===== config.mk =====
export PLATFORM = sky130hd
export DESIGN_NAME = mcr_top
export DESIGN_NICKNAME = d
export VERILOG_FILES = /design/src/design/mcr_pkg.sv /design/src/design/mcr_top.sv /design/src/design/mcr_bank.sv /design/src/design/mcr_legacy.sv
export SDC_FILE = /design/constraint.sdc
export NUM_CORES = 1
export LEC_CHECK = 0
export BUFFER_PORTS_ARGS = -buffer_cell sky130_fd_sc_hd__buf_2
export CORE_AREA = 2 2 306 247
export DETAILED_ROUTE_END_ITERATION = 8
export DIE_AREA = 0 0 308 249
export SETUP_SLACK_MARGIN = 0.5
export SLEW_MARGIN = 20
export SYNTH_ARGS = -nofsm -noshare
export SYNTH_HDL_FRONTEND = slang
export SYNTH_SLANG_ARGS = --single-unit

===== constraint.sdc =====
create_clock -name clk_sys -period 13.3 [get_ports clk_sys]
set_clock_uncertainty 0.2 [all_clocks]
set_input_delay 1.33 -clock clk_sys [delete_from_list [all_inputs] [get_ports clk_sys]]
set_output_delay 1.33 -clock clk_sys [all_outputs]
set_load 0.1 [all_outputs]

===== src/design/mcr_pkg.sv =====
/*
 * Package for the machine-check register set: register indices, capability
 * and status field positions, reset values and carrier structs.
 * Assumes a single core clock domain and 64-bit register data.
 */
package mcr_pkg;

	localparam int          MCR_BANKS       = 4;
	localparam logic [11:0] MCR_ADR_CAP     = 12'h179;
	localparam logic [11:0] MCR_ADR_GSTAT   = 12'h17a;
	localparam logic [11:0] MCR_ADR_GEN     = 12'h17b;
	localparam logic [11:0] MCR_ADR_BANK0   = 12'h400;
	localparam logic [11:0] MCR_ADR_LTYPE   = 12'h001;
	localparam logic [11:0] MCR_ADR_LADDR   = 12'h000;
	localparam logic [11:0] MCR_ADR_EXT0    = 12'h180;

	localparam int          MCR_CAP_GEN_P   = 8;
	localparam int          MCR_CAP_EXT_P   = 9;
	localparam int          MCR_CAP_CNT_P   = 10;
	localparam int          MCR_CAP_TES_P   = 11;
	localparam int          MCR_CAP_EXTCNT  = 16;
	localparam logic [7:0]  MCR_EXT_COUNT   = 8'h00;

	localparam int          MCR_GS_RESTART  = 0;
	localparam int          MCR_GS_ERRPTR   = 1;
	localparam int          MCR_GS_INPROG   = 2;

	localparam int          MCR_ST_PRESENT  = 63;
	localparam int          MCR_ST_OVER     = 62;
	localparam int          MCR_ST_NOTCORR  = 61;
	localparam int          MCR_ST_ENABLED  = 60;
	localparam int          MCR_ST_CNT_LO   = 38;
	localparam int          MCR_ST_CNT_HI   = 52;
	localparam int          MCR_ST_COL_LO   = 53;

	localparam logic [63:0] MCR_CTL_IMPL    = 64'h0000_0000_ffff_ffff;
	localparam logic [63:0] MCR_CTL_RESET   = 64'h0000_0000_0000_0000;
	localparam logic [63:0] MCR_GEN_RESET   = 64'h0000_0000_0000_0000;
	localparam logic [63:0] MCR_ZERO        = 64'h0000_0000_0000_0000;
	localparam logic [63:0] MCR_ONES        = 64'hffff_ffff_ffff_ffff;
	localparam logic [1:0]  MCR_LT_PARITY   = 2'h1;
	localparam logic [1:0]  MCR_LT_BUSFAIL  = 2'h2;

	typedef struct packed {
		logic        valid;
		logic [1:0]  bank;
		logic [5:0]  source;
		logic        corrected;
		logic [1:0]  color;
		logic [15:0] code;
		logic        restart_ok;
		logic        ptr_ok;
	} mcr_err_s;

	typedef struct packed {
		logic        valid;
		logic        bus_fail;
		logic [31:0] addr;
	} mcr_legacy_s;

	typedef struct packed {
		logic        rd;
		logic        wr;
		logic [11:0] addr;
		logic [63:0] wdata;
	} mcr_req_s;

	function automatic logic [63:0] mcr_cap_word(input logic gen_p, input logic ext_p,
		input logic cnt_p, input logic tes_p);
		mcr_cap_word = MCR_ZERO;
		mcr_cap_word[7:0] = 8'(MCR_BANKS);
		mcr_cap_word[MCR_CAP_GEN_P] = gen_p;
		mcr_cap_word[MCR_CAP_EXT_P] = ext_p;
		mcr_cap_word[MCR_CAP_CNT_P] = cnt_p;
		mcr_cap_word[MCR_CAP_TES_P] = tes_p;
		mcr_cap_word[MCR_CAP_EXTCNT +: 8] = MCR_EXT_COUNT;
	endfunction

endpackage


===== src/design/mcr_top.sv =====
/*
 * Machine-check register set: capability, global status and enable,
 * error banks, legacy capture, exception and shutdown outputs.
 * Assumes a register port driven by the core on clk_sys, one request a cycle.
 */
// Functional notes
// - Legacy scheme captures type, address, then exception
// - Legacy reports read parity and bus failures
// - Capability read-only, low byte gives bank count
// - Capability bit 8 flags global enable
// - Capability bit 9 flags extended registers
// - Capability bit 10 flags corrected counting
// - Bit 11 makes status 56:53 architectural
// - Capability 23:16 counts extended registers
// - Global bit 0 restart pointer reliable
// - Global bit 1 pointer tied to error
// - Global bit 2 in progress, second: shutdown
// - Global enable: ones enable, zeros disable
// - Banks from 400H, count at 0179H
// - Control holds 64 per-error enables
// - Unimplemented enable bits ignore writes
// - Legacy controls accept only ones or zeros
// - Status cleared by zeros, ones fault
// - Without counting, 52:38 is other info
// - Status 15:0 holds architecture error code
// - Bit 63 set on log, software clears
// - Bit 62 set on overflow, software clears
// - Bit 61 flags uncorrected error
// - Counter 52:38 counts corrected, sticky overflow
`timescale 1ns/1ps
module mcr_top
	import mcr_pkg::*;
#(
	parameter bit GEN_P = 1'b1,
	parameter bit EXT_P = 1'b0,
	parameter bit CNT_P = 1'b1,
	parameter bit TES_P = 1'b1
)
(
	input  wire logic                clk_sys,
	input  wire logic                rstn,
	input  wire mcr_pkg::mcr_req_s   req,
	input  wire logic                strict_ctl,
	input  wire mcr_pkg::mcr_err_s   err,
	input  wire mcr_pkg::mcr_legacy_s lerr,
	output logic [63:0]              rdata,
	output logic                     rvalid,
	output logic                     gp_fault,
	output logic                     check_exception,
	output logic                     shutdown
);

	logic        rst_s1_reg;
	logic        rst_n;
	logic [63:0] gstat_reg;
	logic [63:0] gen_reg;
	logic        enabled;
	logic [63:0] cap_word;
	logic [63:0] ctl_q [MCR_BANKS];
	logic [63:0] sts_q [MCR_BANKS];
	logic [MCR_BANKS-1:0] ctl_we;
	logic [MCR_BANKS-1:0] sts_we;
	logic [MCR_BANKS-1:0] bank_fire;
	logic [1:0]  ltype;
	logic [31:0] laddr;
	logic        lfire;
	logic        mc_event;
	logic [63:0] rd_next;
	logic        gp_next;
	logic        ltype_rd;
	logic        rip_reg;
	logic        eip_reg;

	// Reset release through two flip-flops
	always_ff @(posedge clk_sys or negedge rstn)
	begin
		if (!rstn)
		begin
			rst_s1_reg <= 1'b0;
			rst_n      <= 1'b0;
		end
		else
		begin
			rst_s1_reg <= 1'b1;
			rst_n      <= rst_s1_reg;
		end
	end

	function automatic logic is_bank(input logic [11:0] a, input int i, input int off);
		is_bank = (a == 12'(MCR_ADR_BANK0 + 12'(4 * i + off)));
	endfunction

	assign cap_word = mcr_cap_word(GEN_P, EXT_P, CNT_P, TES_P);
	assign enabled  = !GEN_P || (gen_reg == MCR_ONES);
	assign ltype_rd = req.rd && req.addr == MCR_ADR_LTYPE;

	// Bank write decode; control index 0 at 400H, status at +1
	always_comb
	begin
		for (int i = 0; i < MCR_BANKS; i++)
		begin
			ctl_we[i] = req.wr && is_bank(req.addr, i, 0);
			sts_we[i] = req.wr && is_bank(req.addr, i, 1);
		end
	end

	for (genvar g = 0; g < MCR_BANKS; g++)
	begin : g_bank
		mcr_err_s be;
		always_comb
		begin
			be       = err;
			be.valid = err.valid && err.bank == 2'(g) && enabled;
		end
		mcr_bank #(
			.CNT_P (CNT_P),
			.TES_P (TES_P)
		) u_bank (
			.clk_sys    (clk_sys),
			.rst_n      (rst_n),
			.ctl_we     (ctl_we[g]),
			.sts_we     (sts_we[g]),
			.strict_ctl (strict_ctl),
			.wdata      (req.wdata),
			.err        (be),
			.ctl_reg    (ctl_q[g]),
			.sts_reg    (sts_q[g]),
			.fire       (bank_fire[g])
		);
	end

	mcr_legacy u_legacy (
		.clk_sys  (clk_sys),
		.rst_n    (rst_n),
		.lerr     (lerr),
		.rd_type  (ltype_rd),
		.type_reg (ltype),
		.addr_reg (laddr),
		.fire     (lfire)
	);

	assign mc_event = (|bank_fire) || lfire;

	// Pointer flags travel with the error report into the exception cycle
	always_ff @(posedge clk_sys or negedge rst_n)
	begin
		if (!rst_n)
		begin
			rip_reg <= 1'b0;
			eip_reg <= 1'b0;
		end
		else
		begin
			rip_reg <= err.valid && err.restart_ok;
			eip_reg <= err.valid && err.ptr_ok;
		end
	end

	// Global status: exception sets in-progress, software may write it
	always_ff @(posedge clk_sys or negedge rst_n)
	begin
		if (!rst_n)
			gstat_reg <= MCR_ZERO;
		else if (mc_event)
		begin
			gstat_reg[MCR_GS_INPROG]  <= 1'b1;
			gstat_reg[MCR_GS_RESTART] <= rip_reg && !lfire;
			gstat_reg[MCR_GS_ERRPTR]  <= eip_reg && !lfire;
		end
		else if (req.wr && req.addr == MCR_ADR_GSTAT)
			gstat_reg[2:0] <= req.wdata[2:0];
	end

	// Global enable; only the two defined patterns take effect
	always_ff @(posedge clk_sys or negedge rst_n)
	begin
		if (!rst_n)
			gen_reg <= MCR_GEN_RESET;
		else if (GEN_P && req.wr && req.addr == MCR_ADR_GEN
			&& (req.wdata == MCR_ONES || req.wdata == MCR_ZERO))
			gen_reg <= req.wdata;
	end

	// Exception pulse and shutdown on a second event while in progress
	always_ff @(posedge clk_sys or negedge rst_n)
	begin
		if (!rst_n)
		begin
			check_exception <= 1'b0;
			shutdown        <= 1'b0;
		end
		else
		begin
			check_exception <= mc_event && !gstat_reg[MCR_GS_INPROG];
			if (mc_event && gstat_reg[MCR_GS_INPROG])
				shutdown <= 1'b1;
		end
	end

	// Read mux and fault check
	always_comb
	begin
		rd_next = MCR_ZERO;
		gp_next = 1'b0;
		if (req.addr == MCR_ADR_CAP)
			rd_next = cap_word;
		else if (req.addr == MCR_ADR_GSTAT)
			rd_next = {61'h0, gstat_reg[2:0]};
		else if (req.addr == MCR_ADR_GEN && GEN_P)
			rd_next = gen_reg;
		else if (req.addr == MCR_ADR_LTYPE)
			rd_next = {62'h0, ltype};
		else if (req.addr == MCR_ADR_LADDR)
			rd_next = {32'h0, laddr};
		for (int i = 0; i < MCR_BANKS; i++)
		begin
			if (is_bank(req.addr, i, 0))
				rd_next = ctl_q[i];
			if (is_bank(req.addr, i, 1))
			begin
				rd_next = sts_q[i];
				if (!CNT_P)
					rd_next[MCR_ST_CNT_HI:MCR_ST_CNT_LO] = 15'h0;
			end
			if (sts_we[i] && req.wdata != MCR_ZERO)
				gp_next = 1'b1;
		end
		if (req.wr && req.addr == MCR_ADR_CAP)
			gp_next = 1'b0;
		if (!EXT_P && req.addr >= MCR_ADR_EXT0 && req.addr < MCR_ADR_GSTAT)
			rd_next = MCR_ZERO;
	end

	// Read data one clock after the request
	always_ff @(posedge clk_sys or negedge rst_n)
	begin
		if (!rst_n)
		begin
			rdata    <= MCR_ZERO;
			rvalid   <= 1'b0;
			gp_fault <= 1'b0;
		end
		else
		begin
			rdata    <= req.rd ? rd_next : MCR_ZERO;
			rvalid   <= req.rd;
			gp_fault <= gp_next;
		end
	end

endmodule


===== src/design/mcr_bank.sv =====
/*
 * One error-reporting bank: control enables, status logging with overwrite
 * priority and corrected-error counting.
 * Assumes register writes are already decoded by the parent.
 */
`timescale 1ns/1ps
module mcr_bank
	import mcr_pkg::*;
#(
	parameter bit CNT_P = 1'b1,
	parameter bit TES_P = 1'b1
)
(
	input  wire logic            clk_sys,
	input  wire logic            rst_n,
	input  wire logic            ctl_we,
	input  wire logic            sts_we,
	input  wire logic            strict_ctl,
	input  wire logic [63:0]     wdata,
	input  wire mcr_pkg::mcr_err_s err,
	output logic      [63:0]     ctl_reg,
	output logic      [63:0]     sts_reg,
	output logic                 fire
);

	logic        en_bit;
	logic        new_uc;
	logic        old_uc;
	logic        take_new;
	logic [14:0] cnt;

	assign en_bit = ctl_reg[err.source];
	assign new_uc = !err.corrected;
	assign old_uc = sts_reg[MCR_ST_NOTCORR];
	assign cnt    = sts_reg[MCR_ST_CNT_HI:MCR_ST_CNT_LO];

	always_comb
	begin
		if (!sts_reg[MCR_ST_PRESENT])
			take_new = 1'b1;
		else if (old_uc)
			take_new = 1'b0;
		else if (new_uc)
			take_new = 1'b1;
		else if (!sts_reg[MCR_ST_ENABLED] && en_bit)
			take_new = 1'b1;
		else
			take_new = !(sts_reg[MCR_ST_COL_LO +: 2] == 2'h2 && err.color != 2'h2);
	end

	// Control: only implemented flags move, legacy mode takes all-ones/zeros
	always_ff @(posedge clk_sys or negedge rst_n)
	begin
		if (!rst_n)
			ctl_reg <= MCR_CTL_RESET;
		else if (ctl_we && (!strict_ctl || wdata == MCR_ONES || wdata == MCR_ZERO))
			ctl_reg <= wdata & MCR_CTL_IMPL;
	end

	// Status: hardware set beats software clear
	always_ff @(posedge clk_sys or negedge rst_n)
	begin
		if (!rst_n)
			sts_reg <= MCR_ZERO;
		else if (err.valid)
		begin
			if (take_new)
			begin
				sts_reg[15:0] <= err.code;
				sts_reg[MCR_ST_NOTCORR] <= new_uc;
				sts_reg[MCR_ST_ENABLED] <= en_bit;
				if (TES_P)
					sts_reg[MCR_ST_COL_LO +: 2] <= new_uc ? 2'h0 : err.color;
			end
			sts_reg[MCR_ST_PRESENT] <= 1'b1;
			sts_reg[MCR_ST_OVER] <= sts_reg[MCR_ST_OVER] | sts_reg[MCR_ST_PRESENT];
			if (CNT_P && err.corrected && !sts_we)
			begin
				sts_reg[MCR_ST_CNT_HI - 1:MCR_ST_CNT_LO] <= 14'(cnt[13:0] + 14'h1);
				sts_reg[MCR_ST_CNT_HI] <= cnt[14] | (&cnt[13:0]);
			end
		end
		else if (sts_we && wdata == MCR_ZERO)
			sts_reg <= MCR_ZERO;
	end

	// Exception request for enabled, uncorrected errors
	always_ff @(posedge clk_sys or negedge rst_n)
	begin
		if (!rst_n)
			fire <= 1'b0;
		else
			fire <= err.valid && en_bit && new_uc;
	end

endmodule


===== src/design/mcr_legacy.sv =====
/*
 * Legacy two-register capture: error type and address of the latest error.
 * Assumes one-cycle error pulses from the bus unit.
 */
`timescale 1ns/1ps
module mcr_legacy
	import mcr_pkg::*;
(
	input  wire logic               clk_sys,
	input  wire logic               rst_n,
	input  wire mcr_pkg::mcr_legacy_s lerr,
	input  wire logic               rd_type,
	output logic      [1:0]         type_reg,
	output logic      [31:0]        addr_reg,
	output logic                    fire
);

	// Capture, then raise the exception one cycle later
	always_ff @(posedge clk_sys or negedge rst_n)
	begin
		if (!rst_n)
		begin
			type_reg <= 2'h0;
			addr_reg <= 32'h0;
		end
		else if (lerr.valid)
		begin
			type_reg <= lerr.bus_fail ? MCR_LT_BUSFAIL : MCR_LT_PARITY;
			addr_reg <= lerr.addr;
		end
		else if (rd_type)
			type_reg <= 2'h0;
	end

	always_ff @(posedge clk_sys or negedge rst_n)
	begin
		if (!rst_n)
			fire <= 1'b0;
		else
			fire <= lerr.valid;
	end

endmodule


[Word-level counts from Yosys, hierarchy flattened]
Cells that the tools add are included.
Operators by class
  muxes and demuxes: 82
  magnitude comparators: 3
  bitwise logic cells: 8
  reductions and logical operators: 103
  add/subtract/negate cells: 4
  equality and inequality tests: 30
Operators with widths (number)
  64-bit 2-to-1 mux: 17
  64-bit equality test (second input constant): 2
  16-bit 2-to-1 mux: 8
  12-bit by 11-bit equality test with 1-bit output (second input constant): 8
  17-bit 2-to-1 mux: 4
  64-bit logical NOT: 1
  32-bit 2-to-1 mux: 2
  64-bit nonzero test: 1
  1-bit logical AND: 60
  15-bit 2-to-1 mux: 4
  14-bit by 1-bit adder with 14-bit output (second input constant): 4
  14-bit AND reduction: 4
  12-bit by 9-bit equality test with 1-bit output (second input constant): 3
  1-bit 2-to-1 mux: 25
  1-bit binary-select mux with 6-bit select: 4
  2-bit 2-to-1 mux: 12
  2-bit != test (second input constant): 9
  1-bit logical NOT: 16
  4-bit 2-to-1 mux: 4
  2-bit AND reduction: 8
  12-bit by 1-bit equality test with 1-bit output (second input constant): 1
  2-bit equality test (second input constant): 6
  12-bit by 9-bit >= comparator with 1-bit output (second input constant): 1
  12-bit logical NOT: 1
  other kinds (9): 25
Word-level totals
  output and inout port bits: 68
  register bits after elaboration: 454
  bits of input ports: 145

[Logic depth before layout (Yosys ltp)]
  word-level depth: 16
  gate-level depth with buffers: 12

[Modules after synthesis]
A second synthesis with hierarchy kept.
Unflattened totals
  cell total of the unflattened synthesis: 2720
  area, all modules: 27122.3 µm²
Modules (own cells, without submodules)
  mcr_top: times used 1, area an instance 10198.5 µm², cells each 1281
  mcr_bank (g_bank[2].u_bank ...): times used 2, area an instance 3880.0 µm², cells each 342
  mcr_bank (g_bank[0].u_bank ...): times used 2, area an instance 3866.2 µm², cells each 340
  mcr_legacy: times used 1, area an instance 1431.4 µm², cells each 75

[Worst setup path before layout]
OpenSTA, ideal clock, no wires.
  kind: input port to flip-flop
  from: input err[21] in the netlist's numbering
  to: register g_bank[0].u_bank.sts_reg[10]
  slack: 9.579 ns
  buffers on the path: 4
  library setup time: 0.132 ns
  data arrival time: 3.389 ns
  stages on the path: 10
  path through: buf_4 > buf_6 > mux4_2 > a2111oi_1 > o41ai_1 > and4_1 > buf_2 > buf_2 > nand2_1 > o21ai_1
On the way
  word-level cells in the longest chain between the ends: 9
Ends and longest elaborated chain
  from (decl): line mcr_top.sv:44  | input wire mcr_pkg::mcr_err_s err,
  1-bit binary-select mux with 6-bit select: line mcr_bank.sv:32  | assign en_bit = ctl_reg[err.source];
  1-bit 2-to-1 mux (not written as such): line mcr_bank.sv:32
  1-bit logical AND: line mcr_bank.sv:45  | else if (!sts_reg[MCR_ST_ENABLED] && en_bit)
  1-bit 2-to-1 mux: line mcr_bank.sv:45
  1-bit 2-to-1 mux: line mcr_bank.sv:43  | else if (new_uc)
  1-bit 2-to-1 mux: line mcr_bank.sv:41  | else if (old_uc)
  1-bit 2-to-1 mux: line mcr_bank.sv:39  | if (!sts_reg[MCR_ST_PRESENT])
  2-bit != test (no line)
  2-bit AND reduction (no line)
  to (signal assigned): line mcr_bank.sv:69  | sts_reg[15:0] <= err.code;
  to (signal, indexed assignment): line mcr_bank.sv:70  | sts_reg[MCR_ST_NOTCORR] <= new_uc;
  to (signal, indexed assignment): line mcr_bank.sv:71  | sts_reg[MCR_ST_ENABLED] <= en_bit;
  to (decl): line mcr_bank.sv:22  | output logic [63:0] sts_reg,
No other way between the ends. The select of a mux whose other input is x is not followed.
A chain may end at the register's enable or synchronous reset.

[Final worst setup path]
  from: input req[67] in the netlist's numbering
  to: register rdata[10]
On the way
  word-level cells in the longest chain between the ends: 16
Ends and longest elaborated chain
  from (decl): line mcr_top.sv:42  | input wire mcr_pkg::mcr_req_s req,
  12-bit logical NOT: line mcr_top.sv:213  | else if (req.addr == MCR_ADR_LADDR)
  32-bit 2-to-1 mux: line mcr_top.sv:213
  32-bit 2-to-1 mux: line mcr_top.sv:211  | else if (req.addr == MCR_ADR_LTYPE)
  64-bit 2-to-1 mux: line mcr_top.sv:209  | else if (req.addr == MCR_ADR_GEN && GEN_P)
  64-bit 2-to-1 mux: line mcr_top.sv:207  | else if (req.addr == MCR_ADR_GSTAT)
  64-bit 2-to-1 mux: line mcr_top.sv:205  | if (req.addr == MCR_ADR_CAP)
  64-bit 2-to-1 mux: line mcr_top.sv:217  | if (is_bank(req.addr, i, 0))
  64-bit 2-to-1 mux: line mcr_top.sv:219  | if (is_bank(req.addr, i, 1))
  64-bit 2-to-1 mux: line mcr_top.sv:217
  64-bit 2-to-1 mux: line mcr_top.sv:219
  64-bit 2-to-1 mux: line mcr_top.sv:217
  64-bit 2-to-1 mux: line mcr_top.sv:219
  64-bit 2-to-1 mux: line mcr_top.sv:217
  64-bit 2-to-1 mux: line mcr_top.sv:219
  64-bit 2-to-1 mux *: line mcr_top.sv:230  | if (!EXT_P && req.addr >= MCR_ADR_EXT0 && req.addr < MCR_ADR_GSTAT)
  64-bit 2-to-1 mux *: line mcr_top.sv:245  | rdata <= req.rd ? rd_next : MCR_ZERO;
  to (signal assigned): line mcr_top.sv:245
  to (decl): line mcr_top.sv:46  | output logic [63:0] rdata,
Mark *: on every way between the ends. The rest lies on a longest branch, timed or not.

==> run metrics <==
Routed Wire Length=75,200 um; number of unique standard cell types used by synthesis=75; flip-flop and latch count after synthesis=454; detailed-route wire length per cell=23.3 um; Synth Area per Inst=10.6 um2; setup slack after layout=7850 ps; Arrival @ worst endpoint=5690 ps; cell type of the slowest stage on the worst timing path=sky130_fd_sc_hd__nor3_1; starting density of the core=29.9%; die extent in x=308 um; number of warnings issued by yosys=0; post-DP HPWL=55,300 um; GRT overflow=0; TritonCTS clock tree=built; gp weighted congestion=0.922; share of final-layout standard cells stronger than drive strength 1=22.9%; ordered cell list for the critical path=buf_2 -> buf_4 -> nand2b_1 -> nor3_1 -> and3_2 -> buf_4 -> a21oi_1 -> o21ai_0 -> a22oi_1 -> o41ai_1; Relative slew margins=18.4%; total clock buffers created by CTS=45; number of buffers inserted by post-CTS setup repair=0; Top Family by Delay on Critical Path=simple AND/OR/NAND/NOR gates; actual slew at the worst max-slew pin=1220 ps; type of destination of the critical path=flip-flop; drt first pass iters=9; Slew Limit Fails=0; Netlist Area Pre-Place=21,900 um2; most instantiated library cell after synthesis=sky130_fd_sc_hd__dfrtp_1; maximum net fanout on the critical path=33; DIE AREA=76,700 um2; level count of the clock H-tree=2; number of placed I/O pins=213; area of the placeable core=73,500 um2; number of cells upsized or downsized after cts=0; Max VDD drop=0.0837 mV; pin count of the biggest net entering global routing=182; Critical path buffers and inverters=3; period utilization=41.0%; initial DRC count=2,084; pwr dens=113 nW/um2; number of synthesized flops with an enable pin=0; Detail Route Antenna Nets=0; y dimension of the die=249 um; clock root buffer master=sky130_fd_sc_hd__clkbuf_16; accumulated negative setup slack=0 ps; Hold Fails Final Rpt=0; WHS=58.4 ps; clock transition at the registers of the reported paths=60 ps; CP Launch Type=primary input; Post-CTS Hold Buffers=0; fraction of the yosys area taken by sequential cells=51.8%; share of the synthesized area in the top cell type=51.8%; RSZ-0062 raised after global routing=false; number of I/O port buffers=212; All-Layer GR Usage=19.3%; clock sink total=454; data required time at the worst endpoint=13,540 ps; Post-Syn Instances=2,075; class of the most critical hold timing path=flip-flop to asynchronous set/reset pin; failing checks=design-rule violations; Area contributors post-synth=sky130_fd_sc_hd__dfrtp_1, sky130_fd_sc_hd__mux2_2, sky130_fd_sc_hd__nand2_1; maximum buffer depth of the clock tree=3; post-placement worst setup slack=7540 ps; antenna violations before repair=10; most used flip-flop cell after synthesis=sky130_fd_sc_hd__dfrtp_1; synthesized netlist net count=2,224; ranking of synthesized cells by instance count=sky130_fd_sc_hd__dfrtp_1, sky130_fd_sc_hd__nand2_1, sky130_fd_sc_hd__mux2_2; time the worst path needs with I/O delays and setup=5450 ps; asr flop ratio synth=100%; wire length of the first global-routing pass=113,000 um; leakage power of the design=12.0 nW; later-pin clock latency in the skew report=580 ps; status=finished with violations; slowest cell delay on critical path=1030 ps; total number of nets in the final design=2,381; std cell rows=89; Area growth syn-to-layout=15.9%; number of flip-flops under the largest register name=148; vias in the first global route=17,800; Vias=18,100; endpoints failing setup=0; most prevalent standard cell on the critical path=sky130_fd_sc_hd__buf_4; via count normalized by instance count=5.60; cell type contributing the most total cell area after synthesis=sky130_fd_sc_hd__dfrtp_1; Worst Path Class, Setup=primary input to flip-flop; DRC violation count after routing=3; Max Cap Viol=0; Fmax achieved=183 MHz
kinds of logic (layout without fill, tap and decap cells):
family,count (synthesis),in the layout,synth area share [%]
xor+xnor,37,37,1.48
buf+inv,153,346,2.99
simple gates,805,805,17.6
other cells,1,4,0.0171
flops,454,454,51.8
mux,264,264,15.0
compound gates,357,357,10.9
fa+ha+maj,4,4,0.228
through the flow:
step / instances / power [W] / utilization (%) / area, um2
after global routing: 3223 / 0.00297 / 34.6 / 25400
after CTS: 3222 / 0.00289 / 34.5 / 25400
after global placement: 3139 / 0.00157 / 32.5 / 23900
final: 3226 / 0.00287 / 34.6 / 25400
after detailed placement: 3139 / 0.00158 / 32.5 / 23900
after floorplan: 2075 / 0.00150 / - / 21900
final timing paths:
path,from,endpoint,slack [ps],cells past startpoint
setup / recovery,req[67],rdata[10],7850,10
hold / removal,rst_n,g_bank[0].u_bank.sts_reg[3],60,0
setup reg to reg,gen_reg[53],g_bank[3].u_bank.sts_reg[50],9710,7
hold reg to reg,rst_n,g_bank[0].u_bank.sts_reg[3],60,0
min in group clk_sys,rst_s1_reg,rst_n,150,0
max in group asynchronous,rst_n,gen_reg[0],10330,3
report_power, final:
group | leakage (nW) | switching [W] | internal (W)
Sequential | 6.22 | 0.0000117 | 0.00139
Clock | 0.734 | 0.000572 | 0.000745
Combinational | 5.08 | 0.000102 | 0.0000470
final cells by class:
class	instances	area [um2]
sequential	454	11400
timing repair buffer	245	1340
multi-input combinational	1468	9980
inverter	18	67.6
tap	955	1190
antenna	3	7.51
clock buffer	66	1310
fill	7342	48100
clock inverter	17	184
per-layer routing:
metal / global-route usage, % / vias up / share of wire, %
met5: 0 / - / 0.052
met4: 4.18 / 6 / 2.0
met3: 5.73 / 108 / 11
met2: 28.3 / 927 / 43
met1: 27.8 / 9177 / 43
li1: - / 7856 / -
cells in the final DEF, fill, tap and decap left out, types with 10 or more instances in the layout:
| cell | instances |
|---|---|
| sky130_fd_sc_hd__a22o_1 | 24 |
| sky130_fd_sc_hd__nor2b_1 | 17 |
| sky130_fd_sc_hd__mux4_2 | 32 |
| sky130_fd_sc_hd__nor3_1 | 34 |
| sky130_fd_sc_hd__inv_1 | 16 |
| sky130_fd_sc_hd__and2_1 | 14 |
| sky130_fd_sc_hd__buf_2 | 212 |
| sky130_fd_sc_hd__nor4_1 | 27 |
| sky130_fd_sc_hd__a22oi_1 | 19 |
| sky130_fd_sc_hd__and3_1 | 32 |
| sky130_fd_sc_hd__buf_4 | 31 |
| sky130_fd_sc_hd__xor2_1 | 35 |
| sky130_fd_sc_hd__mux2i_1 | 38 |
| sky130_fd_sc_hd__nand4_1 | 77 |
| sky130_fd_sc_hd__o221ai_1 | 13 |
| sky130_fd_sc_hd__nor2_1 | 107 |
| sky130_fd_sc_hd__dfrtp_1 | 453 |
| sky130_fd_sc_hd__mux2_1 | 60 |
| sky130_fd_sc_hd__a221oi_1 | 14 |
| sky130_fd_sc_hd__and4_1 | 10 |
| sky130_fd_sc_hd__clkbuf_16 | 47 |
| sky130_fd_sc_hd__a21oi_1 | 58 |
| sky130_fd_sc_hd__clkbuf_1 | 13 |
| sky130_fd_sc_hd__o21ai_0 | 47 |
| sky130_fd_sc_hd__o22ai_1 | 21 |
| sky130_fd_sc_hd__a222oi_1 | 19 |
| sky130_fd_sc_hd__nand2_1 | 388 |
| sky130_fd_sc_hd__mux2_2 | 133 |
| sky130_fd_sc_hd__o21ai_1 | 67 |
| sky130_fd_sc_hd__nand3_1 | 46 |
worst register-to-register path, cell delays in order (launching register included):
cell and delay, ps:
sky130_fd_sc_hd__dfrtp_1 460, sky130_fd_sc_hd__nand4_1 170, sky130_fd_sc_hd__nor4_1 340, sky130_fd_sc_hd__nand3_1 510, sky130_fd_sc_hd__nor3_2 700, sky130_fd_sc_hd__mux2i_1 730, sky130_fd_sc_hd__a31o_2 280, sky130_fd_sc_hd__a21oi_1 60
Note: power is estimated with default switching activity, not from simulation.
